$ cat src/inc/hrec_pkg.sv
// Purpose: shared constants and types of the fine edge configuration block
// Assumes: 32-bit AXI4-Lite, byte address = 4 * register index
// Notes: register indices kept as printed where a figure exists
package hrec_pkg;
	localparam int ADDR_W = 8;
	// register indices
	localparam logic [5:0] IDX_PHASE_FINE = 6'h02;
	localparam logic [5:0] IDX_COARSE_CTRL = 6'h07;
	localparam logic [5:0] IDX_FINE_CMP = 6'h08;
	localparam logic [5:0] IDX_COARSE_CMP = 6'h09;
	localparam logic [5:0] IDX_CONFIG = 6'h20;
	localparam logic [5:0] IDX_STATUS = 6'h21;
	localparam logic [5:0] IDX_UNLOCK = 6'h22;
	localparam logic [5:0] IDX_COMBINED = 6'h28;
	// config fields
	localparam int CFG_LOAD_BIT = 3;
	localparam int CFG_SRC_BIT = 2;
	localparam int CFG_EDGE_LO = 0;
	localparam int STEP_LO = 8;
	// reset values
	localparam logic [3:0] CFG_RESET = 4'h0;
	localparam logic [7:0] STEP_RESET = 8'h00;
	localparam logic [15:0] COARSE_RESET = 16'h0000;
	localparam logic [1:0] CCTRL_RESET = 2'h0;
	// edge select codes
	localparam logic [1:0] EDGE_OFF = 2'h0;
	localparam logic [1:0] EDGE_RISE = 2'h1;
	localparam logic [1:0] EDGE_FALL = 2'h2;
	localparam logic [1:0] EDGE_BOTH = 2'h3;
	// coarse load modes
	localparam logic [1:0] CLOAD_ZERO = 2'h0;
	localparam logic [1:0] CLOAD_PRD = 2'h1;
	localparam logic [1:0] CLOAD_EITHER = 2'h2;
	localparam logic [1:0] CLOAD_FREEZE = 2'h3;
	localparam logic [1:0] RESP_OKAY = 2'h0;
	localparam logic [1:0] RESP_SLVERR = 2'h2;

	typedef enum logic [2:0] {
		WR_IDLE = 3'b001,
		WR_EXEC = 3'b010,
		WR_RESP = 3'b100
	} hrec_wr_state_type;

	// byte-lane merge of a 16-bit register
	function automatic logic [15:0] hrec_merge16(input logic [15:0] old_v,
		input logic [15:0] new_v, input logic [1:0] strb);
		hrec_merge16 = {strb[1] ? new_v[15:8] : old_v[15:8],
			strb[0] ? new_v[7:0] : old_v[7:0]};
	endfunction
endpackage

$ cat src/verilog/hrec_axil_slave.sv
// Purpose: AXI4-Lite slave front end with one access each way
// Assumes: register decode answers combinationally
// Notes: write taken once both address and data are held
`timescale 1ns/10ps
module hrec_axil_slave (
	input wire logic aclk,
	input wire logic aresetn,
	input wire logic [hrec_pkg::ADDR_W-1:0] awaddr,
	input wire logic awvalid,
	output logic awready,
	input wire logic [31:0] wdata,
	input wire logic [3:0] wstrb,
	input wire logic wvalid,
	output logic wready,
	output logic [1:0] bresp,
	output logic bvalid,
	input wire logic bready,
	input wire logic [hrec_pkg::ADDR_W-1:0] araddr,
	input wire logic arvalid,
	output logic arready,
	output logic [31:0] rdata,
	output logic [1:0] rresp,
	output logic rvalid,
	input wire logic rready,
	output logic wr_en,
	output logic [hrec_pkg::ADDR_W-1:0] wr_addr,
	output logic [31:0] wr_data,
	output logic [3:0] wr_strb,
	input wire logic wr_err,
	output logic [hrec_pkg::ADDR_W-1:0] rd_addr,
	input wire logic [31:0] rd_data,
	input wire logic rd_err
);
	import hrec_pkg::*;
	hrec_wr_state_type state;
	logic aw_held;
	logic w_held;

	assign awready = (state == WR_IDLE) && !aw_held;
	assign wready = (state == WR_IDLE) && !w_held;
	assign wr_en = (state == WR_EXEC);
	assign rd_addr = araddr;
	assign arready = !rvalid;

	// address and data capture, either order
	always_ff @(posedge aclk) begin
		if (!aresetn) begin
			aw_held <= 1'b0;
			w_held <= 1'b0;
			wr_addr <= '0;
			wr_data <= 32'h00000000;
			wr_strb <= 4'h0;
		end else if (state == WR_EXEC) begin
			aw_held <= 1'b0;
			w_held <= 1'b0;
		end else begin
			if (awvalid && awready) begin
				aw_held <= 1'b1;
				wr_addr <= awaddr;
			end
			if (wvalid && wready) begin
				w_held <= 1'b1;
				wr_data <= wdata;
				wr_strb <= wstrb;
			end
		end
	end

	// write sequencing
	always_ff @(posedge aclk) begin
		if (!aresetn) begin
			state <= WR_IDLE;
			bvalid <= 1'b0;
			bresp <= RESP_OKAY;
		end else begin
			case (state)
			WR_IDLE: begin
				if (aw_held && w_held)
					state <= WR_EXEC;
			end
			WR_EXEC: begin
				bvalid <= 1'b1;
				bresp <= wr_err ? RESP_SLVERR : RESP_OKAY;
				state <= WR_RESP;
			end
			WR_RESP: begin
				if (bready) begin
					bvalid <= 1'b0;
					state <= WR_IDLE;
				end
			end
			default: state <= WR_IDLE;
			endcase
		end
	end

	// read answer registered one cycle after the address
	always_ff @(posedge aclk) begin
		if (!aresetn) begin
			rvalid <= 1'b0;
			rdata <= 32'h00000000;
			rresp <= RESP_OKAY;
		end else if (arvalid && arready) begin
			rvalid <= 1'b1;
			rdata <= rd_data;
			rresp <= rd_err ? RESP_SLVERR : RESP_OKAY;
		end else if (rready) begin
			rvalid <= 1'b0;
		end
	end
endmodule

$ cat src/verilog/hrec_fine_edge.sv
// Purpose: fine edge configuration and fine step registers of a PWM channel
// Assumes: counter events and coarse edge requests come from the same clock
// Notes: delay line itself and coarse time base sit outside
`timescale 1ns/10ps
// Functional notes
// - config bit 3 picks fine load event
// - load event ignored in phase control
// - config bit 2 picks compare or phase
// - bits 1-0 pick edges, 00 disables
// - config writes only while unlocked
// - fine step bits 15-8, nonzero enables
// - phase fine step bits 15-8, low reserved
// - fine below coarse, one word writes both
module hrec_fine_edge (
	input wire logic aclk,
	input wire logic aresetn,
	input wire logic [hrec_pkg::ADDR_W-1:0] awaddr,
	input wire logic awvalid,
	output logic awready,
	input wire logic [31:0] wdata,
	input wire logic [3:0] wstrb,
	input wire logic wvalid,
	output logic wready,
	output logic [1:0] bresp,
	output logic bvalid,
	input wire logic bready,
	input wire logic [hrec_pkg::ADDR_W-1:0] araddr,
	input wire logic arvalid,
	output logic arready,
	output logic [31:0] rdata,
	output logic [1:0] rresp,
	output logic rvalid,
	input wire logic rready,
	input wire logic counter_at_zero,
	input wire logic counter_at_period,
	input wire logic coarse_rise_req,
	input wire logic coarse_fall_req,
	output logic [15:0] compare_a_active,
	output logic edge_rise,
	output logic edge_fall,
	output logic [7:0] mep_step,
	output logic mep_rise_en,
	output logic mep_fall_en
);
	import hrec_pkg::*;

	logic wr_en;
	logic [ADDR_W-1:0] wr_addr;
	logic [31:0] wr_data;
	logic [3:0] wr_strb;
	logic wr_err;
	logic [ADDR_W-1:0] rd_addr;
	logic [31:0] rd_data;
	logic rd_err;
	logic [5:0] wr_idx;
	logic [5:0] rd_idx;
	logic [3:0] fine_edge_config;
	logic protected_write_unlock;
	logic [1:0] coarse_compare_control;
	logic [7:0] phase_fine_field;
	logic fine_load_event_sel;
	logic positioner_source_sel;
	logic [1:0] fine_edge_select;
	logic fine_wr;
	logic coarse_wr;
	logic [7:0] fine_wr_value;
	logic [15:0] coarse_wr_value;
	logic fine_load;
	logic coarse_load;
	logic [7:0] fine_shadow;
	logic [7:0] fine_active;
	logic [15:0] coarse_shadow;
	logic [7:0] next_step;
	logic cfg_write;

	hrec_axil_slave u_bus (
		.aclk(aclk),
		.aresetn(aresetn),
		.awaddr(awaddr),
		.awvalid(awvalid),
		.awready(awready),
		.wdata(wdata),
		.wstrb(wstrb),
		.wvalid(wvalid),
		.wready(wready),
		.bresp(bresp),
		.bvalid(bvalid),
		.bready(bready),
		.araddr(araddr),
		.arvalid(arvalid),
		.arready(arready),
		.rdata(rdata),
		.rresp(rresp),
		.rvalid(rvalid),
		.rready(rready),
		.wr_en(wr_en),
		.wr_addr(wr_addr),
		.wr_data(wr_data),
		.wr_strb(wr_strb),
		.wr_err(wr_err),
		.rd_addr(rd_addr),
		.rd_data(rd_data),
		.rd_err(rd_err)
	);

	// word index from byte address
	function automatic logic [5:0] reg_index(input logic [ADDR_W-1:0] a);
		reg_index = a[7:2];
	endfunction

	assign wr_idx = reg_index(wr_addr);
	assign rd_idx = reg_index(rd_addr);
	assign fine_load_event_sel = fine_edge_config[CFG_LOAD_BIT];
	assign positioner_source_sel = fine_edge_config[CFG_SRC_BIT];
	assign fine_edge_select = fine_edge_config[CFG_EDGE_LO +: 2];
	assign cfg_write = wr_en && (wr_idx == IDX_CONFIG);

	// write error: unmapped, read-only, or locked config
	always_comb begin
		case (wr_idx)
		IDX_PHASE_FINE, IDX_COARSE_CTRL, IDX_FINE_CMP, IDX_COARSE_CMP,
		IDX_UNLOCK, IDX_COMBINED: wr_err = 1'b0;
		IDX_CONFIG: wr_err = !protected_write_unlock;
		default: wr_err = 1'b1;
		endcase
	end

	// unlock state, written by software
	always_ff @(posedge aclk) begin
		if (!aresetn)
			protected_write_unlock <= 1'b0;
		else if (wr_en && wr_idx == IDX_UNLOCK && wr_strb[0])
			protected_write_unlock <= wr_data[0];
	end

	always_ff @(posedge aclk) begin
		if (!aresetn)
			fine_edge_config <= CFG_RESET;
		else if (cfg_write && protected_write_unlock && wr_strb[0])
			fine_edge_config <= wr_data[3:0];
	end

	// coarse compare load mode
	always_ff @(posedge aclk) begin
		if (!aresetn)
			coarse_compare_control <= CCTRL_RESET;
		else if (wr_en && wr_idx == IDX_COARSE_CTRL && wr_strb[0])
			coarse_compare_control <= wr_data[1:0];
	end

	// phase step in upper byte only
	always_ff @(posedge aclk) begin
		if (!aresetn)
			phase_fine_field <= STEP_RESET;
		else if (wr_en && wr_idx == IDX_PHASE_FINE && wr_strb[1])
			phase_fine_field <= wr_data[STEP_LO +: 8];
	end

	always_comb begin
		fine_wr = 1'b0;
		coarse_wr = 1'b0;
		fine_wr_value = fine_shadow;
		coarse_wr_value = coarse_shadow;
		if (wr_en && wr_idx == IDX_COMBINED) begin
			fine_wr = wr_strb[1];
			fine_wr_value = wr_data[15:8];
			coarse_wr = |wr_strb[3:2];
			coarse_wr_value = hrec_merge16(coarse_shadow, wr_data[31:16], wr_strb[3:2]);
		end else if (wr_en && wr_idx == IDX_FINE_CMP) begin
			fine_wr = wr_strb[1];
			fine_wr_value = wr_data[15:8];
		end else if (wr_en && wr_idx == IDX_COARSE_CMP) begin
			coarse_wr = |wr_strb[1:0];
			coarse_wr_value = hrec_merge16(coarse_shadow, wr_data[15:0], wr_strb[1:0]);
		end
	end

	// load events for both shadow sets
	always_comb begin
		// phase mode uses fixed zero load
		if (positioner_source_sel)
			fine_load = counter_at_zero;
		else if (fine_load_event_sel)
			fine_load = counter_at_period;
		else
			fine_load = counter_at_zero;
		case (coarse_compare_control)
		CLOAD_ZERO: coarse_load = counter_at_zero;
		CLOAD_PRD: coarse_load = counter_at_period;
		CLOAD_EITHER: coarse_load = counter_at_zero || counter_at_period;
		CLOAD_FREEZE: coarse_load = 1'b0;
		default: coarse_load = 1'b0;
		endcase
	end

	hrec_shadow #(
		.WIDTH(8),
		.RESET_VALUE(STEP_RESET)
	) u_fine (
		.aclk(aclk),
		.aresetn(aresetn),
		.wr_en(fine_wr),
		.wr_value(fine_wr_value),
		.load(fine_load),
		.shadow(fine_shadow),
		.active(fine_active)
	);

	hrec_shadow #(
		.WIDTH(16),
		.RESET_VALUE(COARSE_RESET)
	) u_coarse (
		.aclk(aclk),
		.aresetn(aresetn),
		.wr_en(coarse_wr),
		.wr_value(coarse_wr_value),
		.load(coarse_load),
		.shadow(coarse_shadow),
		.active(compare_a_active)
	);

	assign next_step = positioner_source_sel ? phase_fine_field : fine_active;

	// positioner outputs
	always_ff @(posedge aclk) begin
		if (!aresetn) begin
			mep_step <= STEP_RESET;
			mep_rise_en <= 1'b0;
			mep_fall_en <= 1'b0;
		// zero step or disabled: no fine action
		end else if (fine_edge_select == EDGE_OFF || next_step == STEP_RESET) begin
			mep_step <= STEP_RESET;
			mep_rise_en <= 1'b0;
			mep_fall_en <= 1'b0;
		end else begin
			mep_step <= next_step;
			mep_rise_en <= fine_edge_select == EDGE_RISE || fine_edge_select == EDGE_BOTH;
			mep_fall_en <= fine_edge_select == EDGE_FALL || fine_edge_select == EDGE_BOTH;
		end
	end

	// coarse edges pass at coarse positions
	always_ff @(posedge aclk) begin
		if (!aresetn) begin
			edge_rise <= 1'b0;
			edge_fall <= 1'b0;
		end else begin
			edge_rise <= coarse_rise_req;
			edge_fall <= coarse_fall_req;
		end
	end

	// read decode, reserved bits zero
	always_comb begin
		rd_data = 32'h00000000;
		rd_err = 1'b0;
		case (rd_idx)
		IDX_PHASE_FINE: rd_data[15:8] = phase_fine_field;
		IDX_COARSE_CTRL: rd_data[1:0] = coarse_compare_control;
		IDX_FINE_CMP: rd_data[15:8] = fine_shadow;
		IDX_COARSE_CMP: rd_data[15:0] = coarse_shadow;
		IDX_CONFIG: rd_data[3:0] = fine_edge_config;
		IDX_UNLOCK: rd_data[0] = protected_write_unlock;
		IDX_COMBINED: rd_data = {coarse_shadow, fine_shadow, 8'h00};
		IDX_STATUS: rd_data = {compare_a_active, mep_step, 5'h00, mep_rise_en,
			mep_fall_en, protected_write_unlock};
		default: rd_err = 1'b1;
		endcase
	end
endmodule

$ cat src/verilog/hrec_shadow.sv
// Purpose: shadow and active pair of one compare value
// Assumes: load is a one-cycle pulse on the same clock
// Notes: a write in the load cycle lands in the shadow only
`timescale 1ns/10ps
module hrec_shadow #(
	parameter int WIDTH = 16,
	parameter logic [WIDTH-1:0] RESET_VALUE = '0
) (
	input wire logic aclk,
	input wire logic aresetn,
	input wire logic wr_en,
	input wire logic [WIDTH-1:0] wr_value,
	input wire logic load,
	output logic [WIDTH-1:0] shadow,
	output logic [WIDTH-1:0] active
);
	// software side copy
	always_ff @(posedge aclk) begin
		if (!aresetn)
			shadow <= RESET_VALUE;
		else if (wr_en)
			shadow <= wr_value;
	end

	// copy on the selected counter event
	always_ff @(posedge aclk) begin
		if (!aresetn)
			active <= RESET_VALUE;
		else if (load)
			active <= shadow;
	end
endmodule
$ cat config.mk
export PLATFORM = sky130hd
export DESIGN_NAME = hrec_fine_edge
export DESIGN_NICKNAME = d
export VERILOG_FILES = /design/src/inc/hrec_pkg.sv /design/src/verilog/hrec_axil_slave.sv /design/src/verilog/hrec_fine_edge.sv /design/src/verilog/hrec_shadow.sv
export SDC_FILE = /design/constraint.sdc
export NUM_CORES = 1
export LEC_CHECK = 0
export ABC_AREA = 1
export BUFFER_PORTS_ARGS = -buffer_cell sky130_fd_sc_hd__buf_4
export CORE_MARGIN = 3
export CORE_UTILIZATION = 46
export DETAILED_ROUTE_END_ITERATION = 12
export GPL_TIMING_DRIVEN = 0
export PLACE_DENSITY_LB_ADDON = 0.1
export RECOVER_POWER = 100
export SLEW_MARGIN = 10
export SYNTH_ARGS = -nofsm -noshare
export SYNTH_HDL_FRONTEND = slang
export SYNTH_SLANG_ARGS = --single-unit
$ cat constraint.sdc
create_clock -name aclk -period 1.79 [get_ports aclk]
set_input_delay 0.0895 -clock aclk [delete_from_list [all_inputs] [get_ports aclk]]
set_output_delay 0.0895 -clock aclk [all_outputs]
set_load 0.01 [all_outputs]
# ---- Yosys cells after proc, flatten, opt, wreduce, memory -nomap -nowiden
# Cells that the tools add are included.
dict set report op_classes {
  eq_ne 29
  muxes 34
  bitwise 2
  reduce_logical 50
}
# operator n
set ops {}
lappend ops {{8-bit 2-to-1 mux} 7}
lappend ops {{16-bit 2-to-1 mux} 3}
lappend ops {{6-bit == test (second input constant)} 7}
lappend ops {{16-bit case mux with 2 select lines} 1}
lappend ops {{8-bit case mux with 4 select lines} 1}
lappend ops {{6-bit by 4-bit == test with 1-bit output (second input constant)} 4}
lappend ops {{1-bit logical AND} 18}
lappend ops {{6-bit by 2-bit == test with 1-bit output (second input constant)} 2}
lappend ops {{6-bit by 3-bit == test with 1-bit output (second input constant)} 2}
lappend ops {{1-bit case mux with 4 select lines} 3}
lappend ops {{2-bit nonzero test} 6}
lappend ops {{2-bit OR reduction} 6}
lappend ops {{1-bit 2-to-1 mux} 10}
lappend ops {{2-bit AND reduction} 5}
lappend ops {{5-bit AND reduction} 2}
lappend ops {{3-bit case mux with 3 select lines} 1}
lappend ops {{2-bit == test (second input constant)} 4}
lappend ops {{8-bit zero test} 1}
lappend ops {{8-bit OR reduction} 1}
lappend ops {{3-bit 2-to-1 mux} 2}
lappend ops {{2-bit != test (second input constant)} 3}
lappend ops {{2-bit case mux with 3 select lines} 1}
lappend ops {{6-bit OR reduction} 1}
lappend ops {{2-bit by 1-bit == test with 1-bit output (second input constant)} 2}
lappend ops {{other kinds (11)} 22}
dict set report word_totals {
  reg_bits 162
  in_bits 63
  out_inout_bits 69
  wordCells 140
}

# ---- Depth between registers and ports, before layout
# Gate-level depths: netlist of run 1.
dict set report depth {
  depth_word 6
  mapped_depth 11
  ltp_nobuf 10
}

# ---- Hierarchy
# A second synthesis of run 1 with hierarchy kept.
dict set report unflattened {
  cells_unflattened 1319
  area_unflattened_um2 8176.6
}
# mod instances cells_per_inst area_per_inst_um2 seq_area_each_um2
set modules_own_cells {}
lappend modules_own_cells {hrec_axil_slave 1 478 3358.2 1701.6}
lappend modules_own_cells {hrec_fine_edge 1 538 2762.6 540.5}
lappend modules_own_cells {{hrec_shadow at u_coarse} 1 201 1350.0 640.6}
lappend modules_own_cells {{hrec_shadow at u_fine} 1 102 705.7 320.3}

# ---- Worst setup path before layout of run 1
# Ideal clock, no wire load.
dict set report synth_path {
  path_kind {register to register}
  from {register u_bus.state[1]}
  to {register u_bus.wr_data[28]}
  setup_time_ns 0.119
  arrival_ns 1.264
  required_time_ns 1.671
  setup_slack_ns 0.407
  path_stages_with_launch 9
  path_buffers 2
  period_less_slack_ns 1.383
  path_cell_list {dfxtp_1 > inv_1 > nand3_2 > nor2_2 > nand2_1 > buf_4 > buf_2 > o21ai_0 > a21oi_1}
}
dict set report synth_via {
  elab_chain_cells 4
  elab_cells_between_ends 6
  classes_between {eq/ne (2); bitwise (1); reduce/logical (3)}
}
# element line_no
set synth_lines {}
lappend synth_lines {{start: declaration} hrec_axil_slave.sv:35} ;# hrec_wr_state_type state;
lappend synth_lines {{start signal: assignment} hrec_axil_slave.sv:72} ;# state <= WR_IDLE;
lappend synth_lines {{start signal: assignment} hrec_axil_slave.sv:79} ;# state <= WR_EXEC;
lappend synth_lines {{start signal: assignment} hrec_axil_slave.sv:84} ;# state <= WR_RESP;
lappend synth_lines {{3-bit by 1-bit == test with 1-bit output} hrec_axil_slave.sv:40} ;# assign wready = (state == WR_IDLE) && !w_held;
lappend synth_lines {{1-bit logical AND} hrec_axil_slave.sv:40}
lappend synth_lines {{net wready} hrec_fine_edge.sv:23} ;# output logic wready,
lappend synth_lines {{1-bit logical AND} hrec_axil_slave.sv:61} ;# if (wvalid && wready) begin
lappend synth_lines {{2-bit AND reduction (no line)} n/a}
lappend synth_lines {{end signal: assignment} hrec_axil_slave.sv:63} ;# wr_data <= wdata;
lappend synth_lines {{end: declaration} hrec_axil_slave.sv:27} ;# output logic [31:0] wr_data,
# The timed path passes the listed nets, and every way through them passes these cells.
# A chain may end at the register's enable or synchronous reset.

# ---- Final worst setup path of run 1
dict set report layout_path {
  from {register u_bus.wr_addr[6] (netlist name)}
  to {register u_coarse.shadow[5]}
}
dict set report layout_via {
  elab_chain_cells 6
  elab_cells_between_ends 15
  classes_between {eq/ne (5); mux (4); reduce/logical (6)}
}
# element line_no
set layout_lines {}
lappend layout_lines {{start: declaration} hrec_axil_slave.sv:26} ;# output logic [hrec_pkg::ADDR_W-1:0] wr_addr,
lappend layout_lines {{start signal: assignment} hrec_axil_slave.sv:59} ;# wr_addr <= awaddr;
lappend layout_lines {{6-bit by 4-bit == test with 1-bit output} hrec_fine_edge.sv:172} ;# end else if (wr_en && wr_idx == IDX_COARSE_CMP) begin
lappend layout_lines {{1-bit logical AND} hrec_fine_edge.sv:172}
lappend layout_lines {{1-bit 2-to-1 mux} hrec_fine_edge.sv:172}
lappend layout_lines {{1-bit 2-to-1 mux} hrec_fine_edge.sv:169} ;# end else if (wr_en && wr_idx == IDX_FINE_CMP) begin
lappend layout_lines {{1-bit 2-to-1 mux} hrec_fine_edge.sv:164} ;# if (wr_en && wr_idx == IDX_COMBINED) begin
lappend layout_lines {{5-bit AND reduction (no line)} n/a}
lappend layout_lines {{end signal: assignment} hrec_shadow.sv:22} ;# shadow <= wr_value;
lappend layout_lines {{end: declaration} hrec_shadow.sv:14} ;# output logic [WIDTH-1:0] shadow,
# Several ways; a longest one is shown, not always the timed one.

==> impl_metrics.yaml, run 1 <==
run_status:
  status: "completed"
setup_path:
  path_max_fanout: 10
  cp.arrival_ns: 2.02
  cpMostUsedCell: "nor2_1"
  startpoint_type: "flop"
  crit_type: "flop to flop"
  cp_cell_sequence: "inv_1 -> nand2_1 -> nor2_4 -> nand3_4 -> clkbuf_1 -> o21ai_1 -> nor2_1 -> nor2_1"
  rr_endpoint: "u_coarse.shadow[5]$_SDFFE_PN0P_"
  critPathMaxStageDelay_ns: 0.33
  reg2reg_from: "u_bus.wr_addr[6]$_SDFFE_PN0P_"
  endpoint_kind: "flop"
  cp_top_family: "simple AND/OR/NAND/NOR gates"
  required_ns: 2.15
  worst_path_max_delay_cell: "dfxtp_1"
  r2r_cells: 8
  reg2reg_slack_ns: 0.13
  path_buf_inv: 2
cells_and_area:
  fillCellCount: 1397
  layout.cells.non_filler: 1300
  fin_area_um2: 8710
  area_growth_pct: 29.4
  n_antenna_cell: 0
  post-route-util_pct: 61.8
  drive_above_1_share_pct: 13.0
  multi_input_area_um2: 2910
  regArea_um2: 3160
  fin_nets: 1170
floorplanning:
  die_w_um: 127
  die_area_um2: 16100
  start_util_pct: 47.7
  fp-row-count: 43
  die_h_um: 127
  core_um2: 14100
  ios: 132
worst_hold_path:
  hold_class: "input pin to flop"
  holdPathStages: 5
  min_to: "u_bus.aw_held$_SDFFE_PP0P_"
  min_from: "awvalid"
clock_tree:
  insertion_delay_ns: 0.43
  numCtsBuffers: 17
  cts_buffer_depth: 2
  cts_root_buffer: "clkbuf_16"
  clk_pin_slew_ns: 0.06
  clock-sinks: 158
  cts_tree: "done"
  htreeDepth: 4
yosys:
  netlist_instances: 917
  ys_types: 32
  ys_ff_latch: 158
  yosysSeqAreaShare_pct: 47.0
  syn_area_per_cell_um2: 7.34
  async_flop_share_pct: 0
  synth_area_um2: 6730
  ys.flop_type: "dfxtp_1"
  synth_edf_count: 0
  ys_warn_count: 0
sta:
  setup-tns-final_ns: 0
  slew_viol_final: 0
  rsz0062_at_grt: "no"
  setup_violations: 0
  finalClockSkew_ns: 0.00561
  min_period_ns: 1.66
  fin_crit_sh_pct: 92.6
  worst_pin_slew_ns: 0.644
  fmax_mhz: 604
  hold_viol_final: 0
  slew_headroom_pct: 57.0
global_route:
  overflow: 0
  grt_pass1_wl_um: 32200
  grt_max_degree: 17
  track_usage_pct: 25.5
  grt_pass1_vias: 6191
  antenna_found_initial: 0
power_and_ir_drop:
  power.total_mw: 8.70
  peakVddDrop_uv: 647
  leakage_nw: 3.79
  power_density_nw_per_um2: 999
route:
  drt_wl_total_um: 20400
  drt_iter0_markers: 504
  wl_per_cell_um: 15.7
  final_antenna_net_count: 0
  first_pass_iters: 5
  drc: 0
  vias: 6663
  avgViaCountPerCell: 5.13
job:
  cap_violations: 0
place:
  placed_area_um2: 7900
  place_congestion: 0.865
  io_buffers: 125
  hpwl_um: 15000
  placed_cells: 1223
[Yosys cell counts, types with 2 or more instances]
cell type | number | area share [%]
a21oi_1 | 100 | 7.4
buf_2 | 13 | 0.97
buf_4 | 4 | 0.45
buf_6 | 7 | 1.2
clkbuf_1 | 24 | 1.3
clkinv_1 | 3 | 0.17
dfxtp_1 | 158 | 47
inv_1 | 91 | 5.1
inv_2 | 7 | 0.39
nand2_1 | 188 | 10
nand2_2 | 9 | 0.84
nand2_4 | 2 | 0.33
nand3_1 | 57 | 4.2
nand3_2 | 3 | 0.45
nand4_1 | 18 | 1.7
nor2_1 | 77 | 4.3
nor2_2 | 6 | 0.56
nor2_4 | 7 | 1.2
nor3_1 | 5 | 0.37
o211ai_1 | 12 | 1.3
o21ai_0 | 110 | 8.2
o21ai_1 | 6 | 0.45
[cells in the final DEF, fill, tap and decap left out, types with 3 or more instances in the layout]
cell type | synthesis | routed
a21oi_1 | 100 | 100
buf_2 | 13 | 5
buf_4 | 4 | 61
buf_6 | 7 | 6
bufinv_16 | 0 | 5
clkbuf_1 | 24 | 95
clkbuf_16 | 0 | 17
clkbuf_2 | 0 | 6
clkinv_1 | 3 | 3
clkinv_2 | 1 | 6
dfxtp_1 | 158 | 158
dlygate4sd3_1 | 0 | 45
inv_1 | 91 | 92
inv_2 | 7 | 6
nand2_1 | 188 | 190
nand2_2 | 9 | 7
nand3_1 | 57 | 58
nand4_1 | 18 | 18
nor2_1 | 77 | 77
nor2_2 | 6 | 6
nor2_4 | 7 | 7
nor3_1 | 5 | 5
o211ai_1 | 12 | 12
o21ai_0 | 110 | 112
o21ai_1 | 6 | 4
[metrics by stage]
step / hold slack, ns / setup slack [ns]
finish: 0.0319 / 0.133
global route: 0.0454 / 0.00211
CTS: 0.00654 / 0.0653
detailed placement: 0.275 / 0.107
global placement: 0.271 / 0.0908
floorplan: 0.187 / 0.407
[how the worst max path moves through the flow]
stage	depth (start not counted)	slack, ns	to	startpoint
6_report	8	0.13	u_coarse.shadow[5]$_SDFFE_PN0P_	u_bus.wr_addr[6]$_SDFFE_PN0P_
5_1_grt	8	0.002	u_bus.wr_strb[1]$_SDFFE_PN0P_	u_bus.state[2]$_SDFFE_PN0P_
4_1_cts	8	0.07	u_coarse.shadow[5]$_SDFFE_PN0P_	u_bus.wr_addr[6]$_SDFFE_PN0P_
3_5_place_dp	8	0.11	u_coarse.shadow[5]$_SDFFE_PN0P_	u_bus.wr_addr[6]$_SDFFE_PN0P_
3_3_place_gp	8	0.09	u_coarse.shadow[5]$_SDFFE_PN0P_	u_bus.wr_addr[6]$_SDFFE_PN0P_
2_1_floorplan	8	0.41	u_bus.wr_data[28]$_SDFFE_PN0P_	u_bus.state[1]$_SDFFE_PN0P_
[state kept, by name, indices dropped and copies added, names as in the netlist, 6 cells and up]
name and count:
mep_step 8, u_coarse.active 16, u_bus.rdata 32, u_fine.active 8
u_fine.shadow 8, phase_fine_field 8, u_coarse.shadow 16, u_bus.wr_addr 6
u_bus.wr_data 32
[per-layer routing]
metal / vias up / track usage (%) / share of wire, %
met4: 0 / 9.53 / 2.8
met2: 238 / 39.9 / 44
li1: 3375 / - / -
met3: 39 / 5.56 / 7.4
met5: - / 0 / 0
met1: 3011 / 34.6 / 46
[cells by family after synthesis]
family          count (synthesis)  share of synthesized area [%]
flops                         158                           47.0
compound gates                232                           18.0
buf+inv                       150                           9.63
simple gates                  375                           25.2
xor+xnor                        1                          0.130
other cells                     1                         0.0557
[cell type report]
class                           count  area share (%)
Timing Repair Buffer              170            13.1
Buffer                             48            2.92
Clock buffer                       20            5.13
Multi-Input combinational cell    610            33.4
Sequential cell                   158            36.3
Tap cell                          180            2.59
Inverter                          102            4.41
Clock inverter                     12            2.20
[worst min-delay path, cell delays in order]
cell and delay (ns):
buf_4 0.08, nand2_1 0.07, inv_1 0.07, o21ai_0 0.08
inv_1 0.05
[power by group]
group / switching, mW / internal, mW / total (mW)
Sequential: 0.101 / 3.69 / 3.79
Clock: 1.44 / 2.50 / 3.93
Combinational: 0.602 / 0.376 / 0.978
Total: 2.14 / 6.57 / 8.70
[repair_timing]
item / 4_1_cts / 5_1_grt
setup buffers: 0 / 0
hold buffers: 45 / 0
setup endpoints to repair: 0 / 5
gates resized for setup: 0 / 7
endpoints found under the hold margin: 45 / 0
(Power assumes the default switching activity.)
==> run 2, diff against run 1 <==
--- a/config.mk
+++ b/config.mk
@@ -6,10 +6,10 @@
 export NUM_CORES = 1
 export LEC_CHECK = 0
 export ABC_AREA = 1
-export BUFFER_PORTS_ARGS = -buffer_cell sky130_fd_sc_hd__buf_4
 export CORE_MARGIN = 3
 export CORE_UTILIZATION = 46
 export DETAILED_ROUTE_END_ITERATION = 12
+export DONT_BUFFER_PORTS = 1
 export GPL_TIMING_DRIVEN = 0
 export PLACE_DENSITY_LB_ADDON = 0.1
 export RECOVER_POWER = 100
==> impl_metrics.yaml, run 2 (synthesis gave the netlist of run 1 again) <==
sta:
  setup_violations: 0
  slew_viol_final: 0
  hold_viol_final: 0
  worst_slack_ns: 0.0816
  setup-tns-final_ns: 0
  slew_headroom_pct: 56.6
  rsz0062_at_grt: "yes"
  min_period_ns: 1.71
  worst_pin_slew_ns: 0.651
  fin_crit_sh_pct: 95.4
  fmax_mhz: 585
  finalClockSkew_ns: 0.00730
route:
  avgViaCountPerCell: 5.24
  vias: 6177
  final_antenna_net_count: 0
  drt_wl_total_um: 19700
  first_pass_iters: 5
  drc: 0
  drt_iter0_markers: 412
  wl_per_cell_um: 16.7
setup_path:
  path_max_fanout: 10
  crit_type: "flop to flop"
  required_ns: 2.14
  endpoint_kind: "flop"
  cp.arrival_ns: 2.06
  startpoint_type: "flop"
power_and_ir_drop:
  power_density_nw_per_um2: 1050
  p_sw_share_pct: 25.1
  leakage_nw: 3.44
  seqPwrFrac_pct: 44.8
  peakVddDrop_uv: 475
  combPwrFrac_pct: 9.6
  p_int_mw: 6.39
  power.total_mw: 8.53
  power_switching_mw: 2.14
  p_clk_share_pct: 45.6
global_route:
  grt_pass1_vias: 5676
  antenna_found_initial: 0
  overflow: 0
  track_usage_pct: 24.3
  grt_pass1_wl_um: 30500
  grt_max_degree: 17
clock_tree:
  insertion_delay_ns: 0.42
  clk_pin_slew_ns: 0.06
  cts_buffer_depth: 2
  cts_tree: "done"
  htreeDepth: 4
  clock-sinks: 158
  numCtsBuffers: 17
  cts_root_buffer: "clkbuf_16"
floorplanning:
  core_um2: 14100
  start_util_pct: 47.7
  fp-row-count: 43
  die_w_um: 127
  die_area_um2: 16100
  ios: 132
  die_h_um: 127
place:
  io_buffers: 0
  pre_cts_slack_ns: 0.0566
  placed_area_um2: 6960
  place_congestion: 0.914
  hpwl_um: 14800
cells_and_area:
  fin_area_um2: 8090
  n_antenna_cell: 0
  drive_above_1_share_pct: 9.61
  top_regs: "u_bus.rdata x32, u_bus.wr_data x32"
  fin_nets: 1049
  final_common_cell: "nand2_1"
  final_cell_mix: "nand2_1, dfxtp_1, o21ai_0"
  area_growth_pct: 20.2
job:
  cap_violations: 0
worst_hold_path:
  hold_class: "input pin to flop"
run_status:
  status: "completed"
==> run 2: layer usage <==
layer / wire length, um / up-vias / global-route usage [%]
met1: 9170 / 2819 / 33.2
li1: - / 3133 / -
met2: 8760 / 201 / 37.6
met5: 0 / - / 0
met4: 356 / 0 / 7.89
met3: 1380 / 24 / 6.19
==> run 2: repair_timing <==
action	in CTS	in global routing
setup buffers	0	0
hold endpoints to repair	55	0
resized for setup	0	11
endpoints found under the setup margin	0	17
hold buffers	49	0
==> run 2: final cells by class <==
type	instances	area [um^2]
fillers	1337	6000
flip-flops and latches	158	3160
multi-input cells	610	2920
repair buffers	49	490
clock buffers	20	457
inverters	102	384
plain buffers	48	267
well taps	180	225
clock inverters	12	184
==> run 2: power by group through the flow <==
stage	registers [mW]	logic, mW	clock network, mW
2_1_floorplan	3.86	0.538	0
3_3_place_gp	3.89	0.711	0
3_5_place_dp	3.89	0.716	0
4_1_cts	3.82	0.805	3.93
5_1_grt	3.83	0.922	4.05
6_report	3.82	0.815	3.89
==> run 2: through the flow <==
step	utilization, %	std cells	hold WS, ns
6_report	57.4	1179	0.0180
3_3_place_gp	49.4	1098	0.188
2_1_floorplan	-	918	0.187
3_5_place_dp	49.4	1098	0.193
5_1_grt	57.4	1179	0.0187
4_1_cts	57.4	1179	0.00271
==> run 2: worst paths after layout <==
| check | start | end | slack (ns) | depth (start not counted) |
|---|---|---|---|---|
| setup / recovery | u_bus.wr_addr[6]$_SDFFE_PN0P_ | u_coarse.shadow[5]$_SDFFE_PN0P_ | 0.08 | 8 |
| hold / removal | aresetn | u_coarse.active[2]$_SDFFE_PN0P_ | 0.02 | 3 |
| setup reg to reg | u_bus.wr_addr[6]$_SDFFE_PN0P_ | u_coarse.shadow[5]$_SDFFE_PN0P_ | 0.08 | 8 |
| hold reg to reg | u_bus.wr_data[27]$_SDFFE_PN0P_ | u_bus.wr_data[27]$_SDFFE_PN0P_ | 0.45 | 2 |
==> run 2: critical path, cell delays in order, from the launching register on <==
cell	delay (ns)
dfxtp_1	0.32
inv_1	0.10
nand2_1	0.10
nor2_4	0.18
nand3_4	0.15
clkbuf_1	0.26
o21ai_1	0.31
nor2_1	0.09
nor2_1	0.12
==> run 3, diff against run 2 <==
--- a/config.mk
+++ b/config.mk
@@ -11,7 +11,7 @@
 export DETAILED_ROUTE_END_ITERATION = 12
 export DONT_BUFFER_PORTS = 1
 export GPL_TIMING_DRIVEN = 0
-export PLACE_DENSITY_LB_ADDON = 0.1
+export PLACE_DENSITY = 0.6
 export RECOVER_POWER = 100
 export SLEW_MARGIN = 10
 export SYNTH_ARGS = -nofsm -noshare
==> impl_metrics.yaml, run 3 (synthesis gave the netlist of run 1 again) <==
run_status:
  status: "completed"
clock_tree:
  cts_root_buffer: "clkbuf_16"
  postCtsSetupBuffers: 0
  numCtsBuffers: 17
  cts_tree: "done"
  clk_pin_slew_ns: 0.06
  insertion_delay_ns: 0.42
  cts_buffer_depth: 2
  htreeDepth: 4
  clock-sinks: 158
cells_and_area:
  n_antenna_cell: 0
  drive_above_1_share_pct: 9.01
  regArea_um2: 3160
  fillCellCount: 1375
  final_cell_mix: "nand2_1, dfxtp_1, o21ai_0"
  multi_input_area_um2: 2910
  fin_nets: 1050
  top_regs: "u_bus.rdata x32, u_bus.wr_data x32"
  area_growth_pct: 19.2
  final_common_cell: "nand2_1"
  layout.cells.non_filler: 1179
setup_path:
  rr_endpoint: "u_coarse.shadow[11]$_SDFFE_PN0P_"
  reg2reg_slack_ns: 0.14
  reg2reg_from: "u_bus.wr_addr[5]$_SDFFE_PN0P_"
  path_max_fanout: 10
  startpoint: "u_bus.wr_addr[5]$_SDFFE_PN0P_"
  cp.arrival_ns: 1.96
  endpoint_kind: "flop"
  crit_type: "flop to flop"
  required_ns: 2.10
  r2r_cells: 8
  startpoint_type: "flop"
route:
  drc: 0
  final_antenna_net_count: 0
  first_pass_iters: 5
  wl_per_cell_um: 16.6
  drt_wl_total_um: 19600
  vias: 6134
  avgViaCountPerCell: 5.20
  drt_iter0_markers: 415
sta:
  fmax_mhz: 606
  fin_crit_sh_pct: 92.2
  rsz0062_at_grt: "no"
  setup_violations: 0
  slew_viol_final: 0
  finalClockSkew_ns: 0.00972
  hold_viol_final: 0
  setup-tns-final_ns: 0
  min_period_ns: 1.65
  worst_pin_slew_ns: 0.664
  slew_headroom_pct: 55.8
floorplanning:
  core_um2: 14100
  start_util_pct: 47.7
  die_w_um: 127
  fp-row-count: 43
  ios: 132
  die_area_um2: 16100
  die_h_um: 127
worst_hold_path:
  hold_class: "input pin to flop"
  min_from: "aresetn"
  holdPathStages: 3
  min_to: "u_coarse.active[2]$_SDFFE_PN0P_"
global_route:
  grt_max_degree: 17
  grt_pass1_vias: 5825
  track_usage_pct: 24.5
  grt_pass1_wl_um: 30900
  antenna_found_initial: 0
  overflow: 0
power_and_ir_drop:
  power_density_nw_per_um2: 1030
  leakage_nw: 3.44
  power.total_mw: 8.24
  peakVddDrop_uv: 717
job:
  cap_violations: 0
place:
  placed_cells: 1098
  place_congestion: 0.847
  hpwl_um: 14800
  io_buffers: 0
[run 3: cell types whose count changed in the layout (fill, tap and decap cells not counted), moves of 3 or more]
cell        change
buf_2           -4
clkbuf_2        +7
clkbuf_8        +3
clkinvlp_4      -5
[run 3: stage by stage]
step           area [um^2]  util [%]  hold slack [ns]  worst slack, ns
2_1_floorplan         6730         -            0.187            0.407
3_3_place_gp          6960      49.4            0.189           0.0850
3_5_place_dp          6960      49.4            0.192           0.0623
4_1_cts               8050      57.1           0.0172           0.0512
5_1_grt               8030      56.9           0.0366          0.00267
6_report              8030      56.9           0.0306            0.139
[run 3: final cells by class]
cell class / count / area share, %
Buffer: 48 / 3.18
Sequential cell: 158 / 39.4
Clock inverter: 5 / 0.982
Inverter: 102 / 4.79
Clock buffer: 26 / 6.35
Multi-Input combinational cell: 610 / 36.2
Tap cell: 180 / 2.81
Timing Repair Buffer: 50 / 6.24
[run 3: power by group]
group / switching [mW] / internal (mW)
clock network: 1.38 / 2.23
logic: 0.528 / 0.285
registers: 0.128 / 3.69
[run 3: worst max-delay path by stage]
stage                                                  end  slack (ns)
after global placement     u_coarse.shadow[5]$_SDFFE_PN0P_        0.09
final                     u_coarse.shadow[11]$_SDFFE_PN0P_        0.14
after detailed placement      u_bus.rdata[29]$_SDFFE_PN0P_        0.06
after CTS                     u_bus.rdata[26]$_SDFFE_PN0P_        0.05
after global routing          u_bus.rdata[30]$_SDFFE_PN0P_       0.003
after floorplan             u_bus.wr_data[28]$_SDFFE_PN0P_        0.41
[run 3: worst max-delay path: stages (launching register included)]
cell	delay (ns)
dfxtp_1	0.36
inv_2	0.08
nor2_8	0.13
nand4_1	0.22
o21ai_4	0.26
nand2_4	0.12
buf_6	0.16
nor2_1	0.14
nor2_1	0.07
[run 3: timing repair]
item	CTS	global route
hold buffers	50	0
hold endpoints to repair	56	0
setup endpoints to repair	0	20
resized for setup	0	13
[run 3: per-layer routing]
layer  vias to the layer above  share of wire (%)  GRT usage (%)
met4                         0                1.7           7.19
met3                        23                6.3           5.43
li1                       3129                  -              -
met1                      2790                 48           33.9
met2                       192                 44           38.3
met5                         -                  0              0
